==> config.mk <==
export PLATFORM = sky130hd
export DESIGN_NAME = pfs_top
export DESIGN_NICKNAME = d
export VERILOG_FILES = /design/src/design/pfs_pkg.sv /design/src/design/pfs_top.sv /design/src/design/pfs_sync2.sv /design/src/design/pfs_cfg_slot.sv
export SDC_FILE = /design/constraint.sdc
export NUM_CORES = 1
export LEC_CHECK = 0
export BUFFER_PORTS_ARGS = -buffer_cell sky130_fd_sc_hd__buf_2
export CORE_MARGIN = 2
export CORE_UTILIZATION = 40
export CTS_CLUSTER_SIZE = 14
export DETAILED_ROUTE_END_ITERATION = 12
export PLACE_DENSITY = 0.66
export SKIP_LAST_GASP = 1
export SYNTH_ARGS = -nofsm -noshare
export SYNTH_HDL_FRONTEND = slang
export SYNTH_SLANG_ARGS = --single-unit
==> constraint.sdc <==
create_clock -name mclk_in -period 1.6 [get_ports mclk_in]
set_clock_uncertainty 0.1 [all_clocks]
set_input_delay 0.16 -clock mclk_in [delete_from_list [all_inputs] [get_ports mclk_in]]
set_output_delay 0.16 -clock mclk_in [all_outputs]
set_load 0.05 [all_outputs]
==> src/design/pfs_pkg.sv <==
// shared types and constants for the pad function select block
package pfs_pkg;

  localparam int PFS_NUM_PADS = 8;
  localparam int PFS_NUM_FUNCS = 4;
  localparam int PFS_MAX_PADS = 256;

  // pads carrying the test access port out of reset
  localparam int PFS_PAD_TDI = 0;
  localparam int PFS_PAD_TDO = 1;
  localparam int PFS_PAD_TCK = 2;
  localparam int PFS_PAD_TMS = 3;
  localparam int PFS_NUM_TAP_PADS = 4;

  // function choice field codes
  localparam logic [1:0] PFS_AF_0 = 2'h0;
  localparam logic [1:0] PFS_AF_1 = 2'h1;
  localparam logic [1:0] PFS_AF_2 = 2'h2;
  localparam logic [1:0] PFS_AF_3 = 2'h3;

  typedef logic [1:0] pfs_speed_t;
  localparam pfs_speed_t PFS_SPD_SLOW = 2'h0;
  localparam pfs_speed_t PFS_SPD_MEDIUM = 2'h1;
  localparam pfs_speed_t PFS_SPD_FAST = 2'h2;

  typedef enum logic [2:0] {
    PFS_CLS_F,
    PFS_CLS_M,
    PFS_CLS_S,
    PFS_CLS_I,
    PFS_CLS_J
  } pfs_class_t;

  typedef struct packed {
    logic nmi_select;
    logic input_buffer_enable;
    logic output_buffer_enable;
    pfs_speed_t speed;
    logic [1:0] alt_func_select;
  } pfs_cfg_t;

  typedef struct packed {
    logic dout;
    logic oe;
  } pfs_drive_t;

  typedef struct packed {
    logic [PFS_NUM_FUNCS-1:0] dout;
    logic [PFS_NUM_FUNCS-1:0] oe;
  } pfs_func_t;

  // reset configurations: plain port pad tristated, tap inputs, tap output
  localparam pfs_cfg_t PFS_RST_GPIO = '{1'b0, 1'b0, 1'b0, PFS_SPD_SLOW, PFS_AF_0};
  localparam pfs_cfg_t PFS_RST_TAP_IN = '{1'b0, 1'b1, 1'b0, PFS_SPD_SLOW, PFS_AF_0};
  localparam pfs_cfg_t PFS_RST_TAP_OUT = '{1'b0, 1'b0, 1'b1, PFS_SPD_MEDIUM, PFS_AF_2};

  // default pad set
  localparam pfs_class_t [PFS_NUM_PADS-1:0] PFS_DEF_CLASS = '{
    PFS_CLS_I, PFS_CLS_J, PFS_CLS_M, PFS_CLS_S,
    PFS_CLS_S, PFS_CLS_S, PFS_CLS_F, PFS_CLS_M};
  localparam logic [4*PFS_NUM_PADS-1:0] PFS_DEF_FUNC_MASK = 32'h1f3f_7f7f;
  localparam logic [PFS_NUM_PADS-1:0] PFS_DEF_WAKE_MASK = 8'h30;
  localparam logic [PFS_NUM_PADS-1:0] PFS_DEF_BOOT_MASK = 8'h40;
  localparam logic [PFS_NUM_PADS-1:0] PFS_DEF_NMI_MASK = 8'h10;

endpackage : pfs_pkg

==> src/design/pfs_top.sv <==
// pad function select: per-pad output mux, input gating and defaults
`timescale 1ns/1ps
`default_nettype none
// Operation
// RULE1: select 00..11 picks function 0..3
// RULE2: select field steers only the output path
// RULE3: input reaches peripheral only when buffer enabled
// RULE4: reset configuration applies during and after reset; pad outputs stay undriven and slow until the first edge after reset
// RULE5: nmi selection overrides the select field
// RULE6: pads reset to port mode, tap pads excepted
// RULE7: tap pads carry data in, out, clock, mode
// RULE8: software alone moves tap pads to port use
// RULE9: tap output pad resets function 2, medium speed
// RULE10: output enable bit matters only in port mode
// RULE11: software keeps input enable clear where restricted
// RULE12: wake pads also feed external interrupts
// RULE13: boot-only functions work only while booting
// RULE14: pad class limits speed and output functions
// RULE15: writes reach the pad one edge later
module pfs_top
  import pfs_pkg::*;
#(
  parameter int NUM_PADS = PFS_NUM_PADS,
  parameter pfs_class_t [NUM_PADS-1:0] PAD_CLASS = PFS_DEF_CLASS,
  parameter logic [4*NUM_PADS-1:0] FUNC_MASK = PFS_DEF_FUNC_MASK,
  parameter logic [NUM_PADS-1:0] WAKE_MASK = PFS_DEF_WAKE_MASK,
  parameter logic [NUM_PADS-1:0] BOOT_MASK = PFS_DEF_BOOT_MASK,
  parameter logic [NUM_PADS-1:0] NMI_MASK = PFS_DEF_NMI_MASK,
  localparam int IDXW = $clog2(NUM_PADS)
)(
  // clock and reset
  input wire logic mclk_in,
  input wire logic arst_n_in,
  // configuration access
  input wire logic cfg_wr_in,
  input wire logic [IDXW-1:0] cfg_idx_in,
  input wire pfs_cfg_t cfg_wdata_in,
  input wire logic [IDXW-1:0] cfg_rd_idx_in,
  output pfs_cfg_t cfg_rdata_out,
  // boot path
  input wire logic boot_phase_in,
  input wire pfs_drive_t [NUM_PADS-1:0] boot_drive_in,
  // peripheral output functions
  input wire pfs_func_t [NUM_PADS-1:0] func_in,
  // pads
  input wire logic [NUM_PADS-1:0] pad_level_in,
  output pfs_drive_t [NUM_PADS-1:0] pad_drive_out,
  output pfs_speed_t [NUM_PADS-1:0] pad_speed_out,
  // peripheral inputs and interrupts
  output logic [NUM_PADS-1:0] periph_level_out,
  output logic [NUM_PADS-1:0] wake_irq_out,
  output logic nmi_out
);

  if (NUM_PADS < PFS_NUM_TAP_PADS || NUM_PADS > PFS_MAX_PADS) begin : g_chk
    $error("pfs_top: NUM_PADS out of range");
  end

  logic [NUM_PADS-1:0] pad_sync;
  pfs_cfg_t [NUM_PADS-1:0] cfg;
  logic [NUM_PADS-1:0] nmi_lvl;
  logic next_nmi;
  pfs_cfg_t next_rdata;
  logic first_cyc;
  logic next_first;

  // pins are asynchronous to mclk_in
  pfs_sync2 #(
    .WIDTH(NUM_PADS)
  ) u_sync (
    .mclk_in(mclk_in),
    .arst_n_in(arst_n_in),
    .d_in(pad_level_in),
    .q_out(pad_sync)
  );

  for (genvar i = 0; i < NUM_PADS; i++) begin : g_pad
    localparam pfs_cfg_t RST_CFG =
      (i == PFS_PAD_TDO) ? PFS_RST_TAP_OUT :
      (i == PFS_PAD_TDI || i == PFS_PAD_TCK || i == PFS_PAD_TMS) ?
      PFS_RST_TAP_IN : PFS_RST_GPIO;
    logic [PFS_NUM_FUNCS-1:0] avail;
    logic boot_act;
    logic nmi_act;
    pfs_drive_t next_drive;
    pfs_drive_t drive;
    pfs_speed_t next_speed;
    pfs_speed_t speed;
    logic next_level;
    logic next_wake;
    logic next_nmi_lvl;

    pfs_cfg_slot #(
      .RST_CFG(RST_CFG) // RULE6
    ) u_slot (
      .mclk_in(mclk_in),
      .arst_n_in(arst_n_in),
      .wr_en_in(cfg_wr_in && cfg_idx_in == IDXW'(i)),
      .wdata_in(cfg_wdata_in),
      .cfg_out(cfg[i])
    );

    always_comb begin
      avail = FUNC_MASK[4*i +: 4];
      if (PAD_CLASS[i] == PFS_CLS_I) begin
        avail = 4'h0; // RULE14
      end else if (PAD_CLASS[i] == PFS_CLS_J) begin
        avail = avail & 4'h1; // RULE14
      end
      boot_act = boot_phase_in && BOOT_MASK[i];
      nmi_act = cfg[i].nmi_select && NMI_MASK[i];
      // boot drive only exists while booting; no select code reaches it
      if (boot_act) begin
        next_drive = boot_drive_in[i]; // RULE13
      end else if (nmi_act) begin
        next_drive = '0; // RULE5
      end else if (cfg[i].alt_func_select == PFS_AF_0) begin
        next_drive.dout = func_in[i].dout[0]; // RULE1
        next_drive.oe = cfg[i].output_buffer_enable & avail[0]; // RULE10
      end else begin
        // tap output on function 2 brings its own enable
        next_drive.dout = func_in[i].dout[cfg[i].alt_func_select]; // RULE1 RULE7
        next_drive.oe = func_in[i].oe[cfg[i].alt_func_select] &
                        avail[cfg[i].alt_func_select]; // RULE10
      end
      if (PAD_CLASS[i] == PFS_CLS_I) begin
        next_drive.oe = 1'b0; // RULE14
      end
      case (PAD_CLASS[i])
        PFS_CLS_F: begin
          next_speed = (cfg[i].speed == PFS_SPD_SLOW) ? PFS_SPD_SLOW :
                       (cfg[i].speed == PFS_SPD_MEDIUM) ? PFS_SPD_MEDIUM :
                       PFS_SPD_FAST; // RULE9
        end
        PFS_CLS_M: begin
          next_speed = (cfg[i].speed == PFS_SPD_SLOW) ? PFS_SPD_SLOW :
                       PFS_SPD_MEDIUM; // RULE14
        end
        default: begin
          next_speed = PFS_SPD_SLOW; // RULE14
        end
      endcase
      // input gating ignores the select field entirely
      next_level = pad_sync[i] & cfg[i].input_buffer_enable; // RULE2 RULE3
      next_wake = next_level & WAKE_MASK[i]; // RULE12
      next_nmi_lvl = pad_sync[i] & nmi_act; // RULE5
    end

    always_ff @(posedge mclk_in or negedge arst_n_in) begin
      if (!arst_n_in) begin
        drive <= '0;
        speed <= PFS_SPD_SLOW;
        periph_level_out[i] <= 1'b0;
        wake_irq_out[i] <= 1'b0;
        nmi_lvl[i] <= 1'b0;
      end else begin
        drive <= next_drive; // RULE15
        speed <= next_speed;
        periph_level_out[i] <= next_level;
        wake_irq_out[i] <= next_wake;
        nmi_lvl[i] <= next_nmi_lvl;
      end
    end

    assign pad_drive_out[i] = drive;
    assign pad_speed_out[i] = speed;
  end

  always_comb begin
    next_nmi = |nmi_lvl; // RULE5
    next_first = 1'b0;
    next_rdata = '0;
    if (32'(cfg_rd_idx_in) < NUM_PADS) begin
      next_rdata = cfg[cfg_rd_idx_in];
    end
  end

  always_ff @(posedge mclk_in or negedge arst_n_in) begin
    if (!arst_n_in) begin
      nmi_out <= 1'b0;
      cfg_rdata_out <= '0;
      first_cyc <= 1'b1;
    end else begin
      nmi_out <= next_nmi;
      cfg_rdata_out <= next_rdata;
      first_cyc <= next_first;
    end
  end

  for (genvar i = 0; i < NUM_PADS; i++) begin : g_chk_pad

  end
endmodule : pfs_top
`default_nettype wire

==> src/design/pfs_sync2.sv <==
// two-stage synchroniser for pad levels
`timescale 1ns/1ps
`default_nettype none
module pfs_sync2 #(
  parameter int WIDTH = 1
)(
  // clock and reset
  input wire logic mclk_in,
  input wire logic arst_n_in,
  // levels
  input wire logic [WIDTH-1:0] d_in,
  output logic [WIDTH-1:0] q_out
);

  logic [WIDTH-1:0] meta;

  // first stage feeds only the second
  always_ff @(posedge mclk_in or negedge arst_n_in) begin
    if (!arst_n_in) begin
      meta <= '0;
      q_out <= '0;
    end else begin
      meta <= d_in;
      q_out <= meta;
    end
  end

endmodule : pfs_sync2
`default_nettype wire

==> src/design/pfs_cfg_slot.sv <==
// one pad configuration register with its own reset value
`timescale 1ns/1ps
`default_nettype none
module pfs_cfg_slot
  import pfs_pkg::*;
#(
  parameter pfs_cfg_t RST_CFG = PFS_RST_GPIO
)(
  // clock and reset
  input wire logic mclk_in,
  input wire logic arst_n_in,
  // write port
  input wire logic wr_en_in,
  input wire pfs_cfg_t wdata_in,
  output pfs_cfg_t cfg_out
);

  pfs_cfg_t next_cfg;

  // only a write or reset changes the value; nothing else moves it
  always_comb begin
    next_cfg = cfg_out;
    if (wr_en_in) begin
      next_cfg = wdata_in; // RULE15
    end
  end

  always_ff @(posedge mclk_in or negedge arst_n_in) begin
    if (!arst_n_in) begin
      cfg_out <= RST_CFG; // RULE4
    end else begin
      cfg_out <= next_cfg; // RULE8
    end
  end

endmodule : pfs_cfg_slot
`default_nettype wire

==> run summary, run 1 <==
The peak ir drop on the vdd network is 0.000660 V. The final critical path time including I/O delays and setup is 1.45 ns. The pin count of the biggest net entering global routing came out at 45. Of all nets on the critical path, the largest fanout is 4.

The synthesized-area fraction occupied by adder cells is 0%. The cts-stage hold buffer count is 15. Counting along the longest clock path gives a buffer depth of 2. Max-cap violations in this run came to 0. The number of gates given a new drive strength after cts came out at 0.

The clock tree from TritonCTS is done. After clock tree synthesis, the setup repair step added 0 buffers. The placer congestion estimate came out at 0.762. The XOR/XNOR share of the synthesized area is 0%. The simple-gate area share of the yosys netlist came out at 5.28%.

The path category of the worst min-delay check is primary input to register. The via count came out at 2,697. The final critical path takes up approximately nine tenths of the cycle. The fraction of synthesized area in multiplexers is 29.3%. The switching power is 2.68 mW. The sequential cell area is 2710 um2. Compared with the post-synthesis result, the final layout area differs by 26.9%. After filler insertion, the fill cell instance count of the layout stands at 933. After detailed routing, the average wire length per cell comes to around 16 um.

For this run, the register share of the synthesized area comes to 59.2%. The number of unique standard cell types used by synthesis came out at 30. Walking the worst path, the cells encountered are mux4_1, mux2_4.

Setup repair after global routing left no endpoint under its margin. The critical path contains buffers and inverters numbering 0 combined. The number of buffers inserted during clock tree synthesis is 9. The detailed-route wire length is 9160 um.

The power share of the sequential group is 44.6%. Summing the areas of all compound-gate instances in the mapped netlist gives 0.711% of the synthesized area. For this run, the detailed router's first-pass iteration total came to 4. The critical path's largest stage delay came out at 0.53 ns.

The overall die height came out at ~110 um. The Yosys step of the flow raised 0 warnings. The power density relative to cell area is 1380 nW/um2. The highest attainable clock frequency came out at a little under 700 MHz. STA classifies the critical path startpoint as a register. The width of the die came out at 111 um. The number of sinks handled by clock tree synthesis came out at approximately 110.

The initial antenna violation count came out at 0. The fraction of power consumed by combinational cells came out at 28.4%. The total area of multi-input combinational cells is 1690 um2. Net switching is 33.5% of the power. Yosys attributes the largest share of cell area to sky130_fd_sc_hd__dfrtp_1 56%, sky130_fd_sc_hd__mux2_2 14%, sky130_fd_sc_hd__mux4_2 7.9%. The share of synthesized area in the top cell type comes to 55.8%. The die outline area is 12,300 um2. The run finished with clean final reports. Synthesis produced 269 cells. The final hold violation count came to 0. The worst max-slew margin expressed relative to the limit came out at about three fifths. The category of the most critical setup path is register to register. The top-level I/O count came out at 161.

The cell sitting at the root of the clock tree is a sky130_fd_sc_hd__clkbuf_16. After the first detailed-routing iteration, the DRC count stood at 108. The synthesized netlist occupies a cell area of 4580 um2. The clock network is responsible for between 20 and 30% of the overall power. The slack of the worst reg-to-reg path came out at 0.15 ns. The post-synthesis area per instance came out at roughly 17 um2.

The share of layout cells above drive strength 1 is between 50% and 60%. The deepest level of the CTS H-tree came out at 3. In the routed design, unresolved DRC markers number 0.

The largest total area in the synthesized netlist belongs to sky130_fd_sc_hd__dfrtp_1. Synthesis inferred 108 register bits. In this run the tool buffered the top-level ports with ~110 buffer cells.

The initial standard-cell utilization of the core is between 40% and 50%. Grouping stages by cell kind, the critical path spends the most delay in multiplexers. The core area came out at 11,300 um2. The leakage power came out at 2.74 nW. The antenna diode count came out at 0. The required time of the critical path is ~1.7 ns. The design draws approximately 8 mW. In this run the remaining antenna-violating nets after routing total 0.

STA puts the critical path data arrival time at roughly 1.6 ns. The number of setup violations in the final report came out at 0. The final layout contains 522 nets. The main combinational cell family by area after synthesis is multiplexers. The clock transition at the registers of the reported paths came out at 0.08 ns. The half-perimeter wire length after detailed placement came out at 6740 um. The number of global-route vias before repair came out at 2,869. The global-route wire length before repair is 15,100 um. The actual transition at the worst max-transition pin came out at 0.586 ns. The global router's overall resource usage is 15.5%. The total overflow left after global routing is 0. The total count of max-transition violations in the final report is 0. On the critical path, the stage with the largest delay is an instance of sky130_fd_sc_hd__mux4_1. The worst setup path is captured at a register. The setup TNS came out at 0 ns. The number of standard-cell rows in the floorplan is 39. The internal power of the cells totals ~5.3 mW. The routed via count divided by cell count came out at around 4.8. The clock latency on the worst-skew pair came out at ~0.34 ns.
-- worst paths after layout --
path / start / to / cells past startpoint
max: g_pad[4].u_slot.cfg_out[1] / cfg_rdata_out[1] / 2
min in group asynchronous: arst_n_in / pad_drive_out[5] / 2
min: func_in[26] / pad_drive_out[6] / 3
max reg2reg: g_pad[4].u_slot.cfg_out[1] / cfg_rdata_out[1] / 2
min reg2reg: nmi_lvl[4] / nmi_out / 0
max in group asynchronous: arst_n_in / g_pad[1].u_slot.cfg_out[2] / 3
-- final cells by class --
class                           count  area share (%)
Clock buffer                        9            3.88
Clock inverter                      7            1.16
Inverter                            1          0.0647
Multi-Input combinational cell    147            29.1
Sequential cell                   108            46.7
Tap cell                          143            3.08
Timing Repair Buffer              150            16.0
-- through the flow --
| stage | std cells | hold slack [ns] | setup slack (ns) | instance area, um2 | utilization [%] |
|---|---|---|---|---|---|
| floorplan | 287 | -0.236 | 0.216 | 4640 | - |
| global placement | 534 | -0.0394 | 0.0540 | 5360 | 47.6 |
| detailed placement | 534 | -0.0352 | 0.0149 | 5360 | 47.6 |
| CTS | 565 | 0.00741 | 0.149 | 5800 | 51.5 |
| global route | 565 | 0.0154 | 0.121 | 5800 | 51.5 |
| finish | 565 | 0.00771 | 0.151 | 5800 | 51.5 |
-- power by group through the flow --
stage	Combinational (mW)	Clock, mW	Sequential [mW]
5_1_grt	2.41	2.33	3.65
4_1_cts	2.30	2.21	3.58
3_5_place_dp	2.26	0	3.63
3_3_place_gp	2.22	0	3.61
6_report	2.27	2.16	3.57
2_1_floorplan	0.954	0	4.31
-- cell usage in the layout (no fill, tap or decap), types with 2 or more instances in the layout --
cell type / count
sky130_fd_sc_hd__nand2_1: 3
sky130_fd_sc_hd__and2_1: 9
sky130_fd_sc_hd__mux2i_1: 4
sky130_fd_sc_hd__inv_6: 2
sky130_fd_sc_hd__conb_1: 19
sky130_fd_sc_hd__dfrtp_1: 102
sky130_fd_sc_hd__nor3b_4: 2
sky130_fd_sc_hd__nand4b_1: 3
sky130_fd_sc_hd__buf_4: 24
sky130_fd_sc_hd__mux4_1: 8
sky130_fd_sc_hd__mux2_2: 57
sky130_fd_sc_hd__dlygate4sd3_1: 15
sky130_fd_sc_hd__nor2b_1: 4
sky130_fd_sc_hd__mux4_2: 16
sky130_fd_sc_hd__or2_2: 2
sky130_fd_sc_hd__buf_2: 108
sky130_fd_sc_hd__clkbuf_16: 9
sky130_fd_sc_hd__nand3b_1: 2
sky130_fd_sc_hd__mux2_4: 6
sky130_fd_sc_hd__buf_12: 3
sky130_fd_sc_hd__o21ai_0: 3
sky130_fd_sc_hd__dfstp_2: 6
sky130_fd_sc_hd__clkinv_4: 2
sky130_fd_sc_hd__nor2_1: 3
-- routing by layer --
layer | up-vias | track usage, % | part of all wire, % | wire [um]
li1 | 1242 | - | - | -
met1 | 1374 | 20.9 | 44 | 4080
met2 | 79 | 25.9 | 50 | 4610
met3 | 2 | 3.66 | 4.8 | 436
met4 | 0 | 3.50 | 0.46 | 42
met5 | - | 0 | 0 | 0
-- logic make-up (layout without fill, tap and decap cells) --
kind of cell | after synthesis | count (layout)
flops | 108 | 108
buf+inv | 32 | 167
mux | 91 | 91
simple gates | 32 | 32
other cells | 1 | 19
compound gates | 5 | 5
-- registers in the layout, summed over array words and instances (netlist names) --
name,cells
nmi_lvl,1
cfg_rdata_out,7
g_pad.speed,4
u_sync.meta,8
g_pad.u_slot.cfg_out,56
periph_level_out,6
nmi_out,1
wake_irq_out,2
u_sync.q_out,8
pad_drive_out,15
-- worst register-to-register path: cells and delay by family, from the launching register on --
| family | cells | cell delay, ns |
|---|---|---|
| multiplexers | 2 | 0.80 |
| flip-flops | 1 | 0.44 |
-- cells in the mapped netlist, drive strengths merged --
master	instances
and2	9
clkbuf	3
nor2b	4
nand4b	3
inv	1
o21ai	3
nor3	2
mux2i	4
buf	28
mux4	24
nor3b	2
dfrtp	102
conb	1
a311oi	1
nand3b	2
nand2	3
nand4	1
or2	2
a2111oi	1
dfstp	6
nor2	3
mux2	63
nand2b	1
Power figures use the tool's default switching activity.
==> run 2: changes to the inputs <==
==> constraint.sdc (replaced) <==
create_clock -name mclk_in -period 1.6 [get_ports mclk_in]
set_clock_uncertainty 0.1 [all_clocks]
set_input_delay 0.32 -clock mclk_in [delete_from_list [all_inputs] [get_ports mclk_in]]
set_output_delay 0.32 -clock mclk_in [all_outputs]
set_load 0.05 [all_outputs]
==> run summary, run 2 (synthesis results as in run 1) <==
The run finished with clean final reports. The count of nets left with antenna violations after detail routing is 0 (unchanged). The number of sinks handled by clock tree synthesis came out at 108 (unchanged). The number of cells on the worst hold path came out at 3 (unchanged). The count of buffers from port buffering is 109 (unchanged).

The path with the worst hold slack has its endpoint at pad_drive_out[12]. The final hold violation count is 0 (unchanged). The total met3 wirelength after detailed routing is 449 um (+3.0%). The arrival time reported for the critical path endpoint came to 1.58 ns (about the same). The worst reg2reg path startpoint is g_pad[4].u_slot.cfg_out[1]. Signal routing reaches up to met4. The path class of the tightest hold or removal check is primary input to register. The leakage power is 2.75 nW (+0.45%). The slack of the worst reg-to-reg path is 0.16 ns (about the same). The filler cell count in the final layout is 950 (+1.8%). The number of buffers inserted during clock tree synthesis came to 9 (unchanged).

The core area is 11,300 um2 (unchanged). The maximum fanout along the worst path came to 4 (unchanged). The final critical path time including I/O delays and setup is 1.44 ns (-0.00950 ns). The area growth from synthesis to layout came out at 27.1%. The cell total after placement was 539 (+0.94%). The clock tree from TritonCTS is done. The global-route wire length before repair came out at 14,800 um (-1.5%).

The register with the most flip-flops in the final layout is g_pad.u_slot.cfg_out. The routed metal-1 wire length came out at 4010 um (-1.6%). The worst-case reg-to-reg path depth was 2 (unchanged). The worst hold path begins at boot_drive_in[12].

The share of the cycle needed by the critical path after routing is 90.0% (-0.59 points). The end of the worst register-to-register path is cfg_rdata_out[1]. The category of the most critical setup path is register to register. The deepest level of the CTS H-tree is 3 (unchanged). The library cells used most frequently in the layout, excluding fill and tap cells, are 108 x sky130_fd_sc_hd__buf_2, 102 x sky130_fd_sc_hd__dfrtp_1, 57 x sky130_fd_sc_hd__mux2_2.

The number of DRC violations after detailed-routing iteration 0 is 135 (+25%). The number of max-cap violations came to 0 (unchanged). The overall die height came to 111 um (unchanged). The total area of multi-input combinational cells is 1690 um2 (unchanged). The routed length on met2 is 4650 um (+0.91%). The clock latency on the worst-skew pair came out at 0.35 ns (about the same). The post-route DRC violation count is 0 (unchanged). STA classifies the critical path startpoint as a register. The deepest clock path buffer count is 2 (unchanged).

The number of setup violations in the final report came out at 0 (unchanged). The antenna diode count came out at 0 (unchanged). The die outline area is 12,300 um2 (unchanged). The highest attainable clock frequency came out at 695 MHz (+0.66%). The actual transition at the worst max-transition pin came to 0.492 ns (-0.0941 ns). The peak ir drop on the vdd network is 0.000836 V (+27%). In this run the clock root is driven by a sky130_fd_sc_hd__clkbuf_16. The number of flip-flops in the largest register came to 56 (unchanged). The half-perimeter wire length after detailed placement is 6950 um (+3.1%). The routed via count divided by cell count is 4.84 (+1.3%). The detailed-route wire length came out at 9190 um (+0.28%). The number of buffers added for setup after CTS is 0 (unchanged).

Setup repair after global routing left no endpoint under its margin. The share of layout cells above drive strength 1 came out at 58.9% (+1.3 points). The sequential cell area came out at 2710 um2 (unchanged). The pin count of the biggest net entering global routing is 45 (unchanged). The number of standard-cell rows in the floorplan is 39 (unchanged). The worst setup path is captured at a register. The via count came out at 2,727 (+1.1%). The count of placed standard cells in the final layout, fillers left out came out at 564 (-0.18%).

The number of gates given a new drive strength after cts came to 0 (unchanged). The clock transition at the registers of the reported paths came to 0.08 ns (about the same). The top-level I/O count is 161 (unchanged). The number of nets at the end of the flow came out at 521 (-0.19%). The setup TNS came to 0 ns (unchanged).

The number of global-route vias before repair came out at 2,914 (+1.6%). The initial antenna violation count is 0 (unchanged). The global router's overall resource usage came out at 15.5% (about the same). The width of the die came out at 111 um (unchanged). The total design power came out at 8.15 mW (+1.9%). The total iterations of the first detailed-routing run came out at 4 (unchanged).

The library cell used most frequently in the layout, excluding fill and tap cells, is sky130_fd_sc_hd__buf_2. The end-of-flow core utilization came out at 51.6% (+0.10 points). The power density relative to cell area is 1400 nW/um2 (+1.7%). The required time of the critical path was 1.74 ns (about the same). The leftover overflow at the end of global routing is 0 (unchanged). The worst max-slew margin expressed relative to the limit came out at 66.4% (+5.6 points). The average wire per standard cell is 16.3 um (+0.46%). The total count of max-transition violations in the final report is 0 (unchanged). The initial standard-cell utilization of the core is 40.6% (unchanged). The placer congestion estimate came out at 0.781 (+2.5%).
## run 2: changes by cell type in the layout (fill, tap and decap cells not counted)
cell / before / now
sky130_fd_sc_hd__clkinv_2: 1 / 0
sky130_fd_sc_hd__buf_4: 24 / 29
sky130_fd_sc_hd__inv_6: 2 / 1
sky130_fd_sc_hd__inv_12: 0 / 1
sky130_fd_sc_hd__clkinv_4: 2 / 0
sky130_fd_sc_hd__clkinv_8: 1 / 4
sky130_fd_sc_hd__dlygate4sd3_1: 15 / 9
## run 2: critical path: stages (launching register included)
cell and delay [ns]:
sky130_fd_sc_hd__dfrtp_1 0.44, sky130_fd_sc_hd__mux4_1 0.52, sky130_fd_sc_hd__mux2_4 0.28
## run 2: cell type report
type                    count  area share [%]
flip-flops and latches    108            46.6
multi-input cells         147            29.0
repair buffers            149            15.6
clock buffers               9            3.87
well taps                 143            3.08
clock inverters             7            1.74
inverters                   1          0.0645
## run 2: worst max path at each step
stage / startpoint / end / slack [ns] / cells after the start
2_1_floorplan: cfg_idx_in[1] / g_pad[1].u_slot.cfg_out[0] / 0.06 / 4
3_3_place_gp: cfg_rd_idx_in[2] / cfg_rdata_out[0] / -0.06 / 3
6_report: g_pad[4].u_slot.cfg_out[1] / cfg_rdata_out[1] / 0.16 / 2
3_5_place_dp: cfg_rd_idx_in[2] / cfg_rdata_out[0] / -0.08 / 3
4_1_cts: g_pad[4].u_slot.cfg_out[1] / cfg_rdata_out[1] / 0.15 / 2
5_1_grt: g_pad[4].u_slot.cfg_out[6] / cfg_rdata_out[6] / 0.13 / 2
## run 2: layer usage
metal | global-route usage, % | vias to the layer above
met5 | 0 | -
met4 | 4.00 | 0
met3 | 4.16 | 7
met2 | 26.2 | 78
met1 | 20.0 | 1400
li1 | - | 1242
## run 2: what timing repair did
action | in CTS | in global routing
hold endpoints to repair | 32 | 0
setup endpoints to repair | 0 | 0
hold buffers | 9 | 0
## run 2: power breakdown
group	switching, mW	total, mW	internal [mW]
Sequential	0.279	3.57	3.29
Clock	1.17	2.31	1.15
Combinational	1.34	2.27	0.931
Total	2.78	8.15	5.37
## run 2: stage by stage
step	hold WS [ns]	cell area, um2	worst slack [ns]
after floorplan	-0.0756	4640	0.0634
after global placement	0.181	5400	-0.0564
after detailed placement	0.183	5400	-0.0843
after CTS	0.0669	5820	0.154
after global routing	0.0768	5820	0.129
final	0.0759	5820	0.160
==> run 3: changes to the inputs <==
--- a/config.mk
+++ b/config.mk
@@ -5,6 +5,7 @@
 export SDC_FILE = /design/constraint.sdc
 export NUM_CORES = 1
 export LEC_CHECK = 0
+export ABC_AREA = 1
 export BUFFER_PORTS_ARGS = -buffer_cell sky130_fd_sc_hd__buf_2
 export CORE_MARGIN = 2
 export CORE_UTILIZATION = 40
==> constraint.sdc (replaced) <==
create_clock -name mclk_in -period 1.4 [get_ports mclk_in]
set_clock_uncertainty 0.1 [all_clocks]
set_input_delay 0.28 -clock mclk_in [delete_from_list [all_inputs] [get_ports mclk_in]]
set_output_delay 0.28 -clock mclk_in [all_outputs]
set_load 0.05 [all_outputs]
==> run summary, run 3 <==
The total count of max-transition violations in the final report came out at 0 (unchanged). The maximum fanout along the worst path is 1 (-3). The clock transition at the registers of the reported paths came out at 0.07 ns (about the same). The end of the worst register-to-register path is cfg_rdata_out[0]. TritonCTS built the clock tree.

For this design, the slowest cell found on the critical path is sky130_fd_sc_hd__dfrtp_1. The synthesized-area fraction occupied by ao, oa, aoi and oai cells was 9.92% (+9.2 points). Leaving out fill and tap cells, the most frequent cells in the layout are 208 x sky130_fd_sc_hd__nand2_1, 108 x sky130_fd_sc_hd__buf_2, 102 x sky130_fd_sc_hd__dfrtp_1. The power share of the sequential group is 44.3% (+0.5 points).

The final hold violation count came out at 0 (unchanged). The commonest non-fill, non-tap cell in the layout is sky130_fd_sc_hd__nand2_1. The number of flip-flops in the largest register came to 56 (unchanged). The clock latency on the worst-skew pair is 0.35 ns (about the same). The total area of multi-input combinational cells was 1620 um2 (-4.2%). The initial standard-cell utilization of the core came to 40.7% (+0.080 points). The proportion of register bits with asynchronous set or reset after synthesis came out at 100% (unchanged).

The overall die height was 114 um (+2.8%). The post-synthesis sequential area ratio is 55.9% (-3.3 points). The biggest area consumer among synthesized cells is sky130_fd_sc_hd__dfrtp_1. The post-route DRC violation count is 0 (unchanged).

The count of placed standard cells in the final layout, fillers left out came to 851 (+51%). Counting flops per register, the top entry is g_pad.u_slot.cfg_out. After synthesis, the cell types taking the most area are sky130_fd_sc_hd__dfrtp_1 53%, sky130_fd_sc_hd__nand2_1 16%, sky130_fd_sc_hd__inv_1 6.0%. The number of flops mapped to enable cells by yosys is 0 (unchanged). The power density relative to cell area came out at 1500 nW/um2 (+7.0%). The number of nets at the end of the flow is 804 (+54%). The area after detailed placement is 5560 um2 (+3.0%). The number of max-cap violations is 0 (unchanged). The number of global-route vias before repair came to 3,810 (+31%). The run finished with clean final reports. The cell total after placement came out at 826 (+53%). The post-synthesis area per instance is 8.43 um2 (-50%).

The total iterations of the first detailed-routing run is 4 (unchanged). Derived from the worst setup path, the maximum achievable clock frequency is 753 MHz. The worst-case reg-to-reg path depth is 6 (+4).

The post-synthesis cell count came out at 575 (+110%). The main combinational cell family by area after synthesis is simple AND/OR/NAND/NOR gates. The fraction of synthesized area in multiplexers came out at 0% (-29 points). The top-level I/O count was 161 (unchanged). The number of setup violations in the final report is 0 (unchanged).

The peak ir drop on the vdd network came out at 0.000546 V (-35%). The number of DRC violations after detailed-routing iteration 0 came to 252 (+87%). The required time of the critical path came to 1.02 ns (-0.72 ns). In this run the worst setup path terminates at cfg_rdata_out[6]. The core area is 11,900 um2 (+5.7%).

The share of layout cells above drive strength 1 came out at 23.6% (-35 points). The leftover overflow at the end of global routing came to 0 (unchanged). The filler cell count in the final layout was 1,173 (+23%). The die outline area came out at 13,000 um2 (+5.7%). The worst hold path belongs to the class primary input to register.

The worst slack at placement is 0.0746 ns (+0.159 ns). The leakage power is 3.29 nW (+20%). The buffer and inverter count on the worst path came out at 1 (+1). The arrival time reported for the critical path endpoint came out at 0.95 ns (-0.63 ns). The critical path's largest stage delay is 0.34 ns (-0.18 ns). The portion of synthesized cell area occupied by the leading cell type came out at 52.7% (-3.1 points). Counting instances in the post-synthesis netlist gives the leading cell types as 208 x sky130_fd_sc_hd__nand2_1, 102 x sky130_fd_sc_hd__dfrtp_1, 78 x sky130_fd_sc_hd__inv_1. The critical path starts at cfg_rdata_out[6]. The final critical path time including I/O delays and setup came out at approximately 1.3 ns. The initial antenna violation count is 0 (unchanged).

The end-of-flow core utilization is 49.9% (-1.6 points). The count of nets left with antenna violations after detail routing came out at 0 (unchanged). The antenna diode count came out at 0 (unchanged). The deepest clock path buffer count is 2 (unchanged). The deepest level of the CTS H-tree came out at 3 (unchanged). The number of buffers inserted during clock tree synthesis came out at 9 (unchanged).

The proportion of power drawn by the clock network is 28.4% (about the same). The share of the cycle needed by the critical path after routing came out at between 90% and 100%. The switching power came out at 3.13 mW (+12%). Clock tree synthesis selected as its root buffer the cell sky130_fd_sc_hd__clkbuf_16.

The setup TNS came out at 0 ns (unchanged). The setup slack after layout is 0.0720 ns (-0.0884 ns). The global routing usage on met3 was 3.39% (-0.77 points). The XOR/XNOR share of the synthesized area was 0% (unchanged). The worst hold margin is 0.0365 ns (-0.0394 ns). The area growth from synthesis to layout came out at 22.8%. The via count was 3,923 (+44%). The switching fraction of total power is 35.1% (+0.92 points). The nature of the critical path startpoint is a register. The global router's overall resource usage is 18.0% (+2.5 points). The global-route wire length before repair came to 18,200 um (+23%). In the post-synthesis netlist, the cell with the most instances is sky130_fd_sc_hd__nand2_1. The average wire per standard cell is 13.1 um (-20%). The fraction of power consumed by combinational cells came to 27.4% (-0.5 points). The worst reg2reg path startpoint is g_pad[2].u_slot.cfg_out[0]. The cell-internal power was 5.79 mW (+7.9%). The synthesis-stage register bit count is 108 (unchanged). The slack of the worst reg-to-reg path came to 0.23 ns (+0.07 ns).

The pin count of the biggest net entering global routing is 37 (-18%). The routed via count divided by cell count came to 4.61 (-4.7%). The area of all placed cells without fillers came out at 5950 um2 (+2.3%). STA classifies the critical path endpoint as a primary output. The half-perimeter wire length after detailed placement came to 8200 um (+18%). The number of sinks handled by clock tree synthesis is 108 (unchanged). The synthesis warning total is 0 (unchanged). The number of unique standard cell types used by synthesis is 25 (-17%). Traced cell by cell, the critical path runs through buf_2.

The routing usage on met2 is 29.0% (+2.9 points). The cell count along the critical path is 1 (-1). The count of buffers from port buffering was 109 (unchanged). The number of standard-cell rows in the floorplan is 40 (+2.6%).

The area of the mapped netlist was 4840 um2 (+5.9%). The family with the most delay on the worst path is flip-flops. The total design power is 8.92 mW (+9.4%). The synthesized-area fraction occupied by adder cells is 0% (unchanged).

The placer congestion estimate is 0.853 (+9.2%). Setup repair after global routing left no endpoint under its margin. The sequential cell area came to 2710 um2 (unchanged). The width of the die is 114 um (+2.8%). The detailed-route wire length is 11,100 um (+21%). The global-route met1 utilization came to 24.4% (+4.3 points). The category of the most critical setup path is register to primary output.

The simple-gate area share of the yosys netlist was 22.0% (+17 points). The most used flip-flop cell after synthesis is sky130_fd_sc_hd__dfrtp_1. The global routing stage identified its most utilized layer as met2.
## run 3: power groups by stage
| stage | sequential, mW | combinational [mW] | clock [mW] |
|---|---|---|---|
| 6_report | 3.95 | 2.44 | 2.53 |
| 5_1_grt | 4.02 | 2.69 | 2.74 |
| 4_1_cts | 3.95 | 2.47 | 2.59 |
| 3_5_place_dp | 4.01 | 2.44 | 0 |
| 3_3_place_gp | 3.99 | 2.39 | 0 |
| 2_1_floorplan | 4.69 | 1.09 | 0 |
## run 3: cells by family after synthesis
| logic type | count (synthesis) |
|---|---|
| simple gates | 264 |
| buf+inv | 119 |
| flops | 108 |
| compound gates | 83 |
| other cells | 1 |
## run 3: cell type report
type                    instances  area share, %
flip-flops and latches        108           45.6
multi-input cells             366           27.2
repair buffers                133           14.1
inverters                      81           5.11
clock buffers                  12           4.14
well taps                     147           3.09
clock inverters                 4          0.841
## run 3: layer usage
layer / share of wire [%] / wire, um / vias to the layer above
met5: 0 / 0 / -
met4: 1.7 / 187 / 0
met3: 5.4 / 603 / 14
met2: 47 / 5260 / 115
met1: 46 / 5090 / 1814
li1: - / - / 1980
## run 3: worst min path at each step
stage / slack, ns / cells past startpoint / to / from
floorplan: -0.12 / 0 / cfg_rdata_out[0] / arst_n_in
global placement: 0.10 / 1 / periph_level_out[6] / arst_n_in
detailed placement: 0.10 / 1 / u_sync.meta[6] / arst_n_in
CTS: 0.03 / 3 / pad_drive_out[13] / boot_drive_in[13]
global route: 0.04 / 3 / pad_drive_out[13] / boot_drive_in[13]
finish: 0.04 / 3 / pad_drive_out[13] / boot_drive_in[13]
## run 3: what timing repair did
| item | CTS | global route |
|---|---|---|
| buffers inserted | 0 | 0 |
| hold buffers | 9 | 0 |
| gates resized for setup | 0 | 0 |
| hold endpoints to repair | 25 | 0 |
